### config.mk
export PLATFORM = sky130hd
export DESIGN_NAME = select_nr
export DESIGN_NICKNAME = d
export VERILOG_FILES = /design/src/select_nr.v /design/src/sync2.v
export VERILOG_INCLUDE_DIRS = /design/src
export SDC_FILE = /design/constraint.sdc
export NUM_CORES = 1
export LEC_CHECK = 0
export ABC_AREA = 1
export ABC_CLOCK_PERIOD_IN_PS = 1700
export BUFFER_PORTS_ARGS = -buffer_cell sky130_fd_sc_hd__buf_2
export CAP_MARGIN = 0
export CORE_UTILIZATION = 51
export DETAILED_ROUTE_END_ITERATION = 10
export PLACE_DENSITY = 0.75
export SYNTH_ARGS = -nofsm -noshare
export SYNTH_HDL_FRONTEND = slang
export SYNTH_SLANG_ARGS = --single-unit
### constraint.sdc
create_clock -name core_clk_i -period 1.7 [get_ports core_clk_i]
set_input_delay 0.34 -clock core_clk_i [delete_from_list [all_inputs] [get_ports core_clk_i]]
set_output_delay 0.34 -clock core_clk_i [all_outputs]
set_load 0.005 [all_outputs]
### src/select_nr_defines.vh
// Constants for the module select and not-ready logic
// Contract
// - Not-ready high while data invalid
// - Not-ready ORs three loss/fault conditions
// - Extra fault terms may join the OR
// - Select low lets serial slave respond
// - Select high: no acknowledge, data released
`ifndef SELECT_NR_DEFINES_VH
`define SELECT_NR_DEFINES_VH
`define CLK_FREQ_MHZ        50
`define SEL_ASSERT_TIME_NS  2000
`define SEL_DEASSERT_TIME_NS 2000
`define SEL_ASSERT_CYC   ((`SEL_ASSERT_TIME_NS * `CLK_FREQ_MHZ + 999) / 1000)
`define SEL_DEASSERT_CYC ((`SEL_DEASSERT_TIME_NS * `CLK_FREQ_MHZ + 999) / 1000)
`define EXTRA_FAULTS     2
`define SEL_CNT_W        8
`define TEN_CTRL_W       16
`endif

### src/select_nr.v
// Module select gating of the serial slave and the not-ready output
`timescale 1ns/1ps
`include "select_nr_defines.vh"
module select_nr #(
    parameter N_EXTRA       = `EXTRA_FAULTS,
    parameter SEL_ASSERT    = `SEL_ASSERT_CYC,
    parameter SEL_DEASSERT  = `SEL_DEASSERT_CYC
) (
    input  wire               core_clk_i,
    input  wire               reset_i,
    input  wire               tx_cdr_lol_i,
    input  wire               tx_laser_fault_i,
    input  wire               rx_cdr_lol_i,
    input  wire [N_EXTRA-1:0] extra_fault_i,
    input  wire               module_deselect_i,
    input  wire               scl_i,
    input  wire               sda_i,
    input  wire               slave_sda_oe_i,
    output wire               module_not_ready_o,
    output wire               module_not_ready_oe_o,
    output wire               slave_enable_o,
    output wire               scl_sync_o,
    output wire               sda_sync_o,
    output wire               sda_o,
    output wire               sda_oe_o,
    output wire               select_settled_o
);
    localparam W = 3 + N_EXTRA + 3;
    // Full-width copies so the counter load is a deliberate part-select
    localparam [31:0] SEL_ASSERT_32   = SEL_ASSERT;
    localparam [31:0] SEL_DEASSERT_32 = SEL_DEASSERT;
    wire [W-1:0] raw;
    wire [W-1:0] syn;
    wire [W-1:0] rv;
    assign raw = {module_deselect_i, scl_i, sda_i, extra_fault_i,
                  rx_cdr_lol_i, tx_laser_fault_i, tx_cdr_lol_i};
    // Deselect, clock and data idle high at reset; faults idle low
    assign rv  = {3'b111, {(N_EXTRA+3){1'b0}}};
    genvar g;
    generate
        for (g = 0; g < W; g = g + 1) begin : g_sync
            sync2 u_sync (
                .core_clk_i (core_clk_i),
                .reset_i    (reset_i),
                .rst_val_i  (rv[g]),
                .async_i    (raw[g]),
                .sync_o     (syn[g])
            );
        end
    endgenerate
    wire desel_s;
    wire [N_EXTRA+2:0] faults_s;
    assign desel_s    = syn[W-1];
    assign scl_sync_o = syn[W-2];
    assign sda_sync_o = syn[W-3];
    assign faults_s   = syn[N_EXTRA+2:0];

    reg nr_ff;
    wire nxt_nr;
    // Three fixed terms always stay in the OR; extras widen it
    assign nxt_nr = |faults_s;
    always @(posedge core_clk_i) begin
        if (reset_i)
            nr_ff <= 1'b0;
        else
            nr_ff <= nxt_nr;
    end
    // Open-collector pin: drive low when ready, release when not ready
    assign module_not_ready_o    = 1'b0;
    assign module_not_ready_oe_o = ~nr_ff;

    reg sel_ff;
    reg [`SEL_CNT_W-1:0] cnt_ff;
    reg [`SEL_CNT_W-1:0] nxt_cnt;
    reg nxt_sel;
    always @* begin
        nxt_sel = sel_ff;
        nxt_cnt = cnt_ff;
        if (cnt_ff != {`SEL_CNT_W{1'b0}})
            nxt_cnt = cnt_ff - {{(`SEL_CNT_W-1){1'b0}}, 1'b1};
        if (~desel_s != sel_ff) begin
            nxt_sel = ~desel_s;
            // Window length tracks the host's settling wait in each direction
            nxt_cnt = desel_s ? SEL_ASSERT_32[`SEL_CNT_W-1:0]
                              : SEL_DEASSERT_32[`SEL_CNT_W-1:0];
        end
    end
    always @(posedge core_clk_i) begin
        if (reset_i) begin
            sel_ff <= 1'b0;
            cnt_ff <= {`SEL_CNT_W{1'b0}};
        end else begin
            sel_ff <= nxt_sel;
            cnt_ff <= nxt_cnt;
        end
    end
    // Data gating acts at once on deselect, slave enable one cycle later; the settle flag is status only,
    // since overlapping waits across modules are the host's business
    assign slave_enable_o   = sel_ff;
    assign select_settled_o = (cnt_ff == {`SEL_CNT_W{1'b0}});
    assign sda_o    = 1'b0;
    assign sda_oe_o = slave_sda_oe_i & sel_ff & ~desel_s;
endmodule

### src/sync2.v
// Two flip-flop synchroniser for one level
`timescale 1ns/1ps
module sync2 (
    input  wire core_clk_i,
    input  wire reset_i,
    input  wire rst_val_i,
    input  wire async_i,
    output wire sync_o
);
    reg meta_ff;
    reg sync_ff;
    // Reset value comes from a constant at the instance
    always @(posedge core_clk_i) begin
        if (reset_i) begin
            meta_ff <= rst_val_i;
            sync_ff <= rst_val_i;
        end else begin
            meta_ff <= async_i;
            sync_ff <= meta_ff;
        end
    end
    assign sync_o = sync_ff;
endmodule
; Yosys cells after proc, flatten, opt, wreduce, memory -nomap -nowiden
; Index checks and enable logic that the tools add are counted.
[word_totals]
latch_bits = 0
rom_bits = 0
inputBits = 11
ff_bits = 26
elab_cells = 33
mem_count = 0
ram_bits = 0
output_inout_bits = 8
[classes]
mux = 2
add_sub_neg = 1
n_eq_ne = 1
div_mod_pow = 0
shifts = 0
multipliers = 0
magnitude_cmp = 0
n_bitwise = 4
reduce_logical = 5
[op_table]
columns = cell, count
row1 = $mux W7, 2
row2 = $logic_not A8 Y1, 1
row3 = $reduce_bool A8 Y1, 1
row4 = $sub A8 B1 Y8 const B, 1
row5 = $reduce_or A5 Y1, 1
row6 = $and A1 B1 Y1, 2
row7 = $not A1 Y1, 2
row8 = $reduce_bool A2 Y1, 1
row9 = $reduce_or A2 Y1, 1
row10 = $ne A1 B1 Y1, 1

; Depth between registers and ports, before layout
; Gate-level depths: netlist (run 1).
[logic_depth]
ltp_word = 3
depth_mapped = 8
depth_no_buf = 8

; Hierarchy
; From an unflattened synthesis (run 1), not the netlist that was laid out.
[hier_totals]
cells_unflattened = 140
hier_area_um2 = 1041.0
[by_module_without_submodules]
columns = mod, cells_each, area_each_um2, instances
row1 = select_nr, 76, 540.5, 1
row2 = sync2, 8, 62.6, 8

; Worst setup path before layout (run 1)
; OpenSTA, ideal clock, no wires.
[synth_timing]
path_kind = register to output
start = register cnt_ff[0]
end = output port select_settled_o
path_slack_ps = 359
stages_incl_launch_ff = 7
path_buffers = 0
t_arrival_ps = 1001
cell_sequence = dfxtp_1 -> inv_1 -> ha_1 -> inv_1 -> nor3_4 -> nand2_4 -> inv_1
[synth_between]
elab_chain_len = 1
[synth_rtl]
columns = element, line
row1 = from (decl), select_nr.v:73  ; reg [`SEL_CNT_W-1:0] cnt_ff;
row2 = from (signal assigned), select_nr.v:91  ; cnt_ff <= {`SEL_CNT_W{1'b0}};
row3 = from (signal assigned), select_nr.v:94  ; cnt_ff <= nxt_cnt;
row4 = $logic_not A8 Y1, select_nr.v:100  ; assign select_settled_o = (cnt_ff == {`SEL_CNT_W{1'b0}});
row5 = to (decl), select_nr.v:26  ; output wire select_settled_o
; No other way between the ends.

; Final worst setup path (run 1)
; Same ends and word-level chain as after synthesis.

==> results of run 1 <==
==> metal layers <==
| metal | global-route usage (%) | up-vias |
|---|---|---|
| li1 | - | 382 |
| met1 | 19.2 | 315 |
| met2 | 29.4 | 13 |
| met3 | 8.33 | 2 |
| met4 | 8.48 | 0 |
| met5 | 0 | - |
==> critical path, stage by stage, from the launching register on <==
cell	delay, ns
dfxtp_2	0.36
inv_2	0.08
ha_4	0.13
inv_2	0.05
nor3_4	0.17
nand2_4	0.07
inv_1	0.05
buf_2	0.10
==> metrics by stage <==
stage,setup TNS [ns],util (%),power [mW],instance area [um^2]
after floorplan,0,-,1.19,963
after global routing,-0.0263,66.3,2.01,1160
after global placement,0,60.3,1.27,1050
after CTS,0,65.3,1.80,1140
after detailed placement,0,60.3,1.30,1050
final,0,66.3,1.89,1160
==> cell usage in the layout, fill, tap and decap left out, drive strengths merged <==
| cell type | synthesis | routed |
|---|---|---|
| or2 | 6 | 6 |
| nor3 | 2 | 2 |
| xnor2 | 1 | 1 |
| a21oi | 7 | 7 |
| dfxtp | 26 | 26 |
| nand4 | 1 | 1 |
| xor2 | 2 | 2 |
| o21ai | 3 | 3 |
| nor2 | 23 | 23 |
| buf | 2 | 21 |
| conb | 1 | 2 |
| clkbuf | 2 | 3 |
| ha | 1 | 1 |
| inv | 21 | 21 |
| nand3 | 3 | 3 |
| nand2 | 13 | 13 |
| a21o | 1 | 1 |
| bufinv | 0 | 1 |
==> power by group through the flow <==
stage / Clock (mW) / Sequential, mW / Combinational, mW
final: 0.418 / 0.777 / 0.691
after global routing: 0.449 / 0.787 / 0.775
after CTS: 0.426 / 0.773 / 0.604
after detailed placement: 0 / 0.788 / 0.510
after global placement: 0 / 0.782 / 0.492
after floorplan: 0 / 0.773 / 0.421
==> sequential cells by signal, indices dropped and copies added, names as in the netlist <==
signal and count:
g_sync.u_sync.sync_o 8, cnt_ff 8, nr_ff 1, slave_enable_o 1
g_sync.u_sync.meta_ff 8
==> area by class of cell <==
class                      count  area (um^2)
sequential                    26          523
inverter                      21         78.8
timing repair buffer          21          118
multi-input combinational     65          354
fill                         154          588
tap                           25         31.3
clock inverter                 1         30.0
clock buffer                   3         22.5
==> kinds of logic after synthesis <==
kind of cell / synth area share [%]
AO/OA/AOI/OAI: 6.78
XOR/XNOR: 2.74
adder cells (fa/ha/maj): 1.30
buffers and inverters: 10.6
flip-flops: 54.2
other: 0.391
AND/OR/NAND/NOR: 24.0
==> what timing repair did <==
action | CTS | global route
pin swaps | 2 | 2
setup buffers | 4 | 1
hold buffers | 0 | 0
endpoints found under the setup margin | 1 | 1
resized for setup | 5 | 2
==> final timing paths <==
path,from,endpoint,depth (start not counted)
hold reg to reg,g_sync[2].u_sync.meta_ff$_SDFF_PP0_,g_sync[2].u_sync.sync_o$_SDFF_PP0_,2
hold / removal,sda_i,g_sync[5].u_sync.meta_ff$_SDFF_PP1_,2
setup reg to reg,cnt_ff[0]$_SDFFE_PP0N_,cnt_ff[6]$_SDFFE_PP0P_,10
setup / recovery,cnt_ff[0]$_SDFFE_PP0N_,select_settled_o,7
==> flow_summary.rst, run 1 <==
.. list-table::
   :header-rows: 1

   * - Metric
     - Value
   * - Result of the run
     - finished clean
   * - CP Data Required Time
     - 1.36 ns
   * - Endpoint type of the worst setup path
     - output port
   * - Most numerous cell types in the synthesized netlist
     - dfxtp_1, inv_1, nor2_1, nand2_1
   * - WL met1
     - 628 um
   * - R2R setup slack
     - 0.33 ns
   * - Critical path class
     - flip-flop to output port
   * - Final routed DRC violation total
     - 0
   * - Router iterations before antenna repair
     - 4
   * - Most common cell in the synthesized netlist
     - dfxtp_1
   * - Proportion of layout cells with a drive suffix above 1
     - 32.1%
   * - Largest cells by area after synthesis
     - dfxtp_1, inv_1, nor2_1, nand2_1, or2_2
   * - Global-route wire length before repair
     - 2500 um
   * - Antenna fix cells
     - 0
   * - Pre-CTS WS
     - 0.213 ns
   * - Leak pwr
     - 0.568 nW
   * - CORE AREA
     - 0.00175 mm^2
   * - Primary flip-flop cell chosen by synthesis mapping
     - dfxtp_1
   * - Gp weighted congestion
     - 0.815
   * - CTS Sinks
     - 26
   * - Routed wire length
     - 1590 um
   * - Count of flip-flops with a built-in enable after synthesis
     - 0
   * - Arrival @ worst endpoint
     - 1.32 ns
   * - Placed Cells incl. Taps
     - 153
   * - Final standard cell count with taps included and fillers excluded
     - approximately 160
   * - Clock root buffer master
     - clkbuf_4
   * - Final number of setup-violating endpoints
     - 0
   * - Part of the cycle the worst path needs
     - 97.8%
   * - Via density per instance
     - around 4.4
   * - Post-synthesis sequential area ratio
     - 54.2%
   * - Sequential fraction of design power
     - 41.2%
   * - Post-layout worst setup margin
     - 0.0368 ns
   * - Net Sw Frac
     - 33.7%
   * - Clock transition at the registers of the reported paths
     - between 0.1 and 0.15 ns
   * - Clock tree from TritonCTS
     - done
   * - Internal Power
     - 1.25 mW
   * - Tmin final
     - 1.66 ns
   * - Maximum number of pins on one net before global-route repair
     - 23
   * - MaxCap Viol Count
     - 0
   * - Syn Inst Count
     - 115
   * - Setup clock skew after layout
     - 0.00636 ns
   * - Async set or reset register ratio after synthesis
     - 0%
   * - Post-Route Hold Slack
     - 0.187 ns
   * - Register bit total from synthesis
     - 26
   * - Unique masters post-synth
     - 24
   * - Maximum operating frequency
     - 601 MHz
   * - Starting utilization of the core area
     - 55.0%
   * - Psw
     - 0.636 mW
   * - Total count of hold-check failures in the final report
     - 0
   * - Detailed-routed wire length on met3
     - approximately 74 um
   * - GR Util All Layers
     - 17.9%
   * - Power per cell area
     - 1630 mW/mm^2
   * - Clock latency at the later pin of the worst-skew pair
     - 0.32 ns
   * - 1st-iter DRT viols
     - 7
   * - Highest metal layer with signal wires
     - met4
   * - Share of the synthesized area in the top cell type
     - a little over half
   * - Number of levels in the clock H-tree
     - 1
   * - Std-Cell Rows
     - 15
   * - Yosys warns
     - 0
   * - Yosys top cell by area
     - dfxtp_1
   * - Sum of met2 wire segment lengths after detailed routing
     - 878 um
   * - Path class of the lowest-slack min-delay path
     - input pin to flip-flop
   * - NumNets Final
     - 150
   * - Detailed placer's ending HPWL
     - 999 um
   * - TritonCTS Buffers
     - 3
   * - Clock tree buffer depth
     - 2
   * - Worst Path Max Fanout
     - 3
   * - Per-cell routed wire length
     - 9.81 um
   * - Post-DRT Antenna Nets
     - 0
   * - Total via count in the routed design
     - 712
   * - Kind of launch point of the worst setup path
     - flip-flop
   * - Clock power frac
     - 22.2%
   * - Initial antenna violation count
     - 0
   * - Final-report max-slew violation count
     - 0
   * - Mapped Avg Cell Area
     - 8.34 um^2
   * - Worst IR Drop VDD
     - ~0.98 mV
   * - Cell area after synthesis
     - 960 um^2
   * - Port Buf Inserts
     - 16
   * - Via count of the first global-routing pass
     - 629
   * - Total grt overflow
     - 0
   * - Synth-to-Final Area Change
     - 20.6%
   * - Overall die area
     - 0.00206 mm^2
   * - Total I/O pin count
     - 19
   * - Height of the die
     - 45.4 um
   * - Die extent in x
     - 45.4 um
   * - Proportion of power drawn by combinational gates
     - 36.6%
(Power assumes the default switching activity.)
==> inputs of run 2 (changes only) <==
Settings changed: ABC_AREA 1 to default, ABC_CLOCK_PERIOD_IN_PS 1700 to default, CORE_UTILIZATION 51 to 52, PLACE_DENSITY 0.75 to 0.76, SYNTH_HIERARCHICAL from default to 1.
==> flow_summary.rst, run 2 <==
.. list-table::
   :header-rows: 1

   * - Metric
     - Value
   * - Global-route wire length before repair
     - roughly 3500 um
   * - Per-cell routed wire length
     - 13.2 um
   * - CORE AREA
     - between 0.0015 and 0.002 mm^2
   * - Register bit total from synthesis
     - 26
   * - Height of the die
     - 45.8 um
   * - Via density per instance
     - 5.19
   * - Most frequent cells in the layout
     - dfxtp_1, conb_1, mux2_2, buf_2, buf_4
   * - Async set or reset register ratio after synthesis
     - 0%
   * - Slowest library cell on the worst path
     - or3b_4
   * - Summed area of non-filler cells in the final layout
     - 0.00134 mm^2
   * - Arrival @ worst endpoint
     - 1.50 ns
   * - Part of the cycle the worst path needs
     - 109%
   * - Primary flip-flop cell chosen by synthesis mapping
     - dfxtp_1
   * - Yosys warns
     - 6
   * - Final-report max-slew violation count
     - 0
   * - Post-DRT Antenna Nets
     - 0
   * - Clock root buffer master
     - clkbuf_4
   * - Number of levels in the clock H-tree
     - 1
   * - Leak pwr
     - between 0.5 and 0.6 nW
   * - Count of flip-flops with a built-in enable after synthesis
     - 0
   * - GR Util All Layers
     - about 24%
   * - Std-Cell Rows
     - 15
   * - Starting utilization of the core area
     - 56.6%
   * - Power per cell area
     - ~1200 mW/mm^2
   * - Most numerous cell types in the synthesized netlist
     - dfxtp_1, mux2_2
   * - Syn Inst Count
     - 92
   * - Pre-CTS WS
     - 0.0561 ns
   * - Filler cell count in the final layout
     - roughly 140
   * - Placed Cells incl. Taps
     - 147
   * - Clock latency at the later pin of the worst-skew pair
     - 0.32 ns
   * - Die extent in x
     - 45.8 um
   * - Mapped Avg Cell Area
     - 10.9 um^2
   * - Total area of sequential cells
     - between 500 and 600 um^2
   * - Total power
     - 1.66 mW
   * - MaxCap Viol Count
     - 0
   * - Path class of the lowest-slack min-delay path
     - input pin to flip-flop
   * - Clock tree buffer depth
     - 2
   * - Total via count in the routed design
     - 841
   * - Clock transition at the registers of the reported paths
     - around 0.14 ns
   * - Gp weighted congestion
     - 0.772
   * - Cell breakdown of the critical path
     - inv_2, ha_4, or3b_4, nor2_4, buf_2
   * - Endpoint type of the worst setup path
     - output port
   * - Final number of setup-violating endpoints
     - 7
   * - Largest cells by area after synthesis
     - dfxtp_1, mux2_2, a21oi_1, o21ai_0, or3b_1
   * - Routed wire length
     - 2140 um
   * - NumNets Final
     - 150
   * - Critical Path Max Stage Delay
     - 0.39 ns
   * - Area of placed instances
     - 0.00116 mm^2
   * - Total count of hold-check failures in the final report
     - 0
   * - Share of the synthesized area in the top cell type
     - 52.1%
   * - Synth-to-Final Area Change
     - 34.3%
   * - Maximum number of pins on one net before global-route repair
     - 23
   * - Most common library cell in the layout ignoring fill and taps
     - dfxtp_1
   * - Most common cell in the synthesized netlist
     - dfxtp_1
   * - Final routed DRC violation total
     - 0
   * - Result of the run
     - finished, violations left
   * - Cell class contributing the biggest share of worst-path delay
     - simple AND/OR/NAND/NOR gates
   * - Worst Path Max Fanout
     - 2
   * - Cell area after synthesis
     - ~1000 um^2
   * - Total grt overflow
     - 0
   * - CTS Sinks
     - 26
   * - Clock tree from TritonCTS
     - done
   * - Total I/O pin count
     - 19
   * - Port Buf Inserts
     - 16
   * - Worst IR Drop VDD
     - 1.10 mV
   * - Multi-input gate area in the final layout
     - between 500 and 600 um^2
   * - Router iterations before antenna repair
     - 5
   * - CP Data Required Time
     - roughly 1.4 ns
   * - Critical path class
     - flip-flop to output port
   * - Via count of the first global-routing pass
     - 804
   * - Initial antenna violation count
     - 0
   * - Post-layout worst setup margin
     - -0.145 ns
   * - Yosys top cell by area
     - dfxtp_1
   * - Overall die area
     - 0.00210 mm^2
   * - Proportion of layout cells with a drive suffix above 1
     - between 40 and 50%
   * - Tmin final
     - ~1.8 ns
   * - Buffering stage count on the worst path with inverters included
     - 2
   * - Maximum operating frequency
     - between 500 and 600 MHz
   * - Unrepaired setup endpoints after global routing
     - true
   * - Failing checks
     - setup timing
   * - Final Util
     - around 76%
   * - Final standard cell count with taps included and fillers excluded
     - 162
   * - Kind of launch point of the worst setup path
     - flip-flop
   * - Setup clock skew after layout
     - 0.00128 ns
   * - Detailed placer's ending HPWL
     - 1260 um
   * - Unique masters post-synth
     - 28
   * - 1st-iter DRT viols
     - 25
   * - Post-synthesis sequential area ratio
     - 52.1%
   * - Antenna fix cells
     - 0
   * - TritonCTS Buffers
     - 3
run 2: cell types whose count changed after synthesis, moves of 3 or more:
cell and change:
mux2_2 +16, or2_2 -6, inv_1 -17, o21ai_0 +3
nand3_1 -3, nand2_1 -7, nor2_1 -17
run 2: path summary, 6_finish.rpt:
| path | cells after the start | slack [ns] | startpoint | endpoint |
|---|---|---|---|---|
| max | 5 | -0.14 | cnt_ff[0]$_SDFFE_PP0N_ | select_settled_o |
| min | 2 | 0.23 | scl_i | g_sync[6].u_sync/meta_ff$_DFF_P_ |
| max reg2reg | 8 | -0.11 | cnt_ff[0]$_SDFFE_PP0N_ | cnt_ff[1]$_SDFFE_PP0N_ |
| min reg2reg | 1 | 0.47 | g_sync[7].u_sync/sync_o$_DFF_P_ | slave_enable_o$_SDFFE_PP0P_ |
run 2: through the flow:
| step | hold slack, ns | TNS [ns] |
|---|---|---|
| floorplan | 0.407 | 0 |
| global placement | 0.430 | 0 |
| detailed placement | 0.441 | 0 |
| CTS | 0.228 | -0.103 |
| global route | 0.203 | -0.871 |
| finish | 0.227 | -0.526 |
run 2: what timing repair did:
action                     CTS  global route
resized for setup           13             3
hold buffers                 0             0
setup endpoints to repair    2             6
buffers inserted             6             5
pin swaps                    3             4
hold endpoints to repair     0             0
run 2: logic make-up after synthesis:
| kind of cell | Yosys count | share of synthesized area (%) |
|---|---|---|
| AOI/OAI and AO/OA | 16 | 9.90 |
| xor gates and xnor gates | 1 | 0.877 |
| adders and majority gates | 1 | 1.25 |
| buffers and inverters | 8 | 3.76 |
| DFF | 26 | 52.1 |
| muxes | 16 | 18.0 |
| other | 2 | 0.752 |
| and+or+nand+nor | 22 | 13.3 |
run 2: report_power, final:
group          total (mW)  switching, mW  internal (mW)
combinational       0.515          0.238          0.277
clock               0.421          0.183          0.239
sequential          0.729         0.0461          0.683
run 2: worst register-to-register path: stages, from the launching register on:
cell and delay (ns):
dfxtp_2 0.35, inv_2 0.07, ha_4 0.13, or3b_4 0.39, buf_4 0.15, buf_6 0.11
buf_4 0.14, o21a_1 0.21, a211oi_2 0.17
run 2: per-layer routing:
metal | vias to the layer above | track usage [%] | wire length, um
met2 | 38 | 44.6 | 1140
met4 | 0 | 11.8 | 74
met3 | 11 | 5.16 | 120
met1 | 392 | 26.3 | 809
met5 | - | 0 | 0
li1 | 400 | - | -
run 2: area by class of cell:
class                   count  share of cell area (%)
clock buffers               3                    1.68
flip-flops and latches     26                    39.5
inverters                   4                    1.12
multi-input cells          74                    39.6
well taps                  25                    2.33
repair buffers             29                    13.5
clock inverters             1                    2.24
==> inputs of run 3 (changes only) <==
--- a/config.mk
+++ b/config.mk
@@ -9,9 +9,8 @@
 export BUFFER_PORTS_ARGS = -buffer_cell sky130_fd_sc_hd__buf_2
 export CAP_MARGIN = 0
-export CORE_UTILIZATION = 52
+export CORE_UTILIZATION = 51
 export DETAILED_ROUTE_END_ITERATION = 10
-export PLACE_DENSITY = 0.76
+export PLACE_DENSITY = 0.75
 export SYNTH_ARGS = -nofsm -noshare
 export SYNTH_HDL_FRONTEND = slang
-export SYNTH_HIERARCHICAL = 1
 export SYNTH_SLANG_ARGS = --single-unit
==> constraint.sdc (replaced) <==
create_clock -name core_clk_i -period 1.7 [get_ports core_clk_i]
set_input_delay 0.34 -clock core_clk_i [delete_from_list [all_inputs] [get_ports core_clk_i]]
set_output_delay 0.34 -clock core_clk_i [all_outputs]
set_load 0.1 [all_outputs]
==> flow_summary.rst, run 3 <==
.. list-table::
   :header-rows: 1

   * - Metric
     - Value
   * - Result of the run
     - finished, violations left
   * - Failing checks
     - setup timing
   * - Mapped Avg Cell Area
     - 9.80 um^2
   * - Clock tree from TritonCTS
     - done
   * - Height of the die
     - 44.5 um
   * - Source of the worst register-to-register timing path
     - cnt_ff[4]$_SDFFE_PP0N_
   * - R2R setup slack
     - -0.15 ns
   * - Yosys warns
     - 0
   * - Most common cell in the synthesized netlist
     - dfxtp_1
   * - Die extent in x
     - 44.5 um
   * - CTS Sinks
     - 26
   * - Final-report max-slew violation count
     - 0
   * - End of the worst register-to-register path
     - cnt_ff[7]$_SDFFE_PP0N_
   * - Placed Cells incl. Taps
     - roughly 130
   * - Path class of the lowest-slack min-delay path
     - input pin to flip-flop
   * - CP Data Required Time
     - 1.36 ns
   * - Hold-critical path depth
     - 2
   * - Met2 demand-to-capacity share in global routing
     - roughly 33%
   * - Unique masters post-synth
     - 26
   * - Hold Path Origin
     - scl_i
   * - GR Util All Layers
     - 18.8%
   * - Antenna fix cells
     - 0
   * - Most crowded layer after global routing
     - met2
   * - Register bit total from synthesis
     - 26
   * - Worst IR Drop VDD
     - 1.72 mV
   * - Total count of hold-check failures in the final report
     - 0
   * - Final routed DRC violation total
     - 0
   * - Tmin final
     - 1.94 ns
   * - Final standard cell count with taps included and fillers excluded
     - 146
   * - Starting utilization of the core area
     - 57.8%
   * - TritonCTS Buffers
     - 3
   * - Share of the synthesized area in the top cell type
     - 56.5%
   * - CORE AREA
     - between 0.0015 and 0.002 mm^2
   * - Primary flip-flop cell chosen by synthesis mapping
     - dfxtp_1
   * - Part of the cycle the worst path needs
     - 114%
   * - Clock transition at the registers of the reported paths
     - between 0.1 and 0.15 ns
   * - Port Buf Inserts
     - 16
   * - Hold worst-path end
     - g_sync[6].u_sync.meta_ff$_SDFF_PP1_
   * - Kind of launch point of the worst setup path
     - flip-flop
   * - Total via count in the routed design
     - 703
   * - Syn Inst Count
     - 94
   * - Pre-CTS WS
     - -0.0117 ns
   * - Final number of setup-violating endpoints
     - 3
   * - Total I/O pin count
     - 19
   * - Most common library cell in the layout ignoring fill and taps
     - dfxtp_1
   * - Yosys top cell by area
     - dfxtp_1
   * - Clock latency at the later pin of the worst-skew pair
     - 0.32 ns
   * - Endpoint type of the worst setup path
     - output port
   * - Setup clock skew after layout
     - 0.00825 ns
   * - Post-layout worst setup margin
     - -0.237 ns
   * - Synth-to-Final Area Change
     - 32.6%
   * - Via density per instance
     - 4.82
   * - Quantity of hold-fixing buffers added after cts
     - 0
   * - Maximum number of pins on one net before global-route repair
     - 23
   * - Async set or reset register ratio after synthesis
     - 0%
   * - Global-route wire length before repair
     - 2660 um
   * - Routing usage on met1
     - 21.5%
   * - Number of levels in the clock H-tree
     - 1
   * - Critical path class
     - flip-flop to output port
   * - Clock tree buffer depth
     - 2
   * - Summed area of non-filler cells in the final layout
     - ~0.0012 mm^2
   * - Detailed placer's ending HPWL
     - 992 um
   * - Worst Path Max Fanout
     - 2
   * - Clock root buffer master
     - clkbuf_4
   * - Post-synthesis sequential area ratio
     - 56.5%
   * - Post-DRT Antenna Nets
     - 0
   * - Unrepaired setup endpoints after global routing
     - true
   * - Area of placed instances
     - 0.00107 mm^2
   * - Proportion of layout cells with a drive suffix above 1
     - between 40% and 50%
   * - Count of flip-flops with a built-in enable after synthesis
     - 0
   * - Met3 usage
     - 6.53%
   * - Gp weighted congestion
     - 0.794
   * - 1st-iter DRT viols
     - 11
   * - Maximum operating frequency
     - 516 MHz
   * - MaxCap Viol Count
     - 0
   * - Largest cells by area after synthesis
     - dfxtp_1, nor2b_1, or2_2, nor3_1, o21ai_0
   * - Worst-case reg-to-reg path depth
     - 5
   * - Power per cell area
     - roughly 1900 mW/mm^2
   * - Arrival @ worst endpoint
     - 1.60 ns
   * - Std-Cell Rows
     - 14
   * - Cell area after synthesis
     - roughly 900 um^2
   * - Overall die area
     - 0.00198 mm^2
   * - NumNets Final
     - approximately 140
   * - Leak pwr
     - 0.521 nW
   * - Router iterations before antenna repair
     - 4
   * - Initial antenna violation count
     - 0
   * - Sum of negative setup slack
     - -0.432 ns
   * - Crit path from
     - cnt_ff[0]$_SDFFE_PP0N_
   * - Most frequent cells in the layout
     - dfxtp_1, buf_2, buf_4
   * - Via count of the first global-routing pass
     - roughly 640
   * - Most numerous cell types in the synthesized netlist
     - dfxtp_1, nor2b_1, nor3_1, or2_2
   * - Total grt overflow
     - 0
   * - Post-Route Hold Slack
     - 0.199 ns
   * - Per-cell routed wire length
     - 11.3 um
   * - Routed wire length
     - between 1500 and 2000 um
## run 3: cell families (layout without fill, tap and decap cells)
kind of cell | count (synthesis) | count (layout) | share of synthesized area (%)
compound gates | 11 | 11 | 6.93
xor+xnor | 3 | 3 | 2.85
fa+ha+maj | 1 | 1 | 1.36
buf+inv | 11 | 38 | 5.43
flops | 26 | 26 | 56.5
other cells | 1 | 2 | 0.407
simple gates | 41 | 41 | 26.5
## run 3: area by class of cell
| type | instances | area (um^2) |
|---|---|---|
| Multi-Input combinational cell | 58 | 389 |
| Fill cell | 117 | 373 |
| Inverter | 5 | 21.3 |
| Tap cell | 24 | 30.0 |
| Clock inverter | 1 | 30.0 |
| Sequential cell | 26 | 529 |
| Clock buffer | 3 | 22.5 |
| Timing Repair Buffer | 29 | 199 |
## run 3: how the worst max path moves through the flow
stage	endpoint	slack, ns
3_3_place_gp	select_settled_o	0.03
5_1_grt	select_settled_o	-0.28
2_1_floorplan	select_settled_o	-0.18
6_report	select_settled_o	-0.24
4_1_cts	select_settled_o	-0.24
3_5_place_dp	select_settled_o	-0.01
## run 3: critical path, stage by stage, from the launching register on
cell	delay, ns
dfxtp_4	0.38
inv_4	0.05
ha_4	0.11
or3b_4	0.40
nor2_4	0.15
buf_12	0.18
## run 3: timing repair
item	in CTS	in global routing
resized for setup	5	4
endpoints found under the hold margin	0	0
pin swaps	3	4
setup endpoints to repair	2	3
buffers inserted	7	3
## run 3: per-layer routing
metal / share of wire, % / vias to the layer above / wire [um]
met3: 4.7 / 0 / 77
met2: 48 / 25 / 793
met5: 0 / - / 0
met1: 47 / 316 / 780
li1: - / 362 / -
met4: 0 / 0 / 0
## run 3: power breakdown
group	switching, mW	leakage, nW	total, mW	internal, mW
Clock	0.170	0.0279	0.408	0.238
Combinational	0.584	0.276	1.14	0.554
Sequential	0.0627	0.217	0.772	0.710
Total	0.817	0.521	2.32	1.50
## run 3: metrics by stage
| stage | utilization (%) | power [mW] |
|---|---|---|
| floorplan | - | 1.43 |
| global placement | 67.0 | 1.60 |
| detailed placement | 67.0 | 1.63 |
| CTS | 74.4 | 2.20 |
| global route | 76.6 | 2.44 |
| finish | 76.6 | 2.32 |
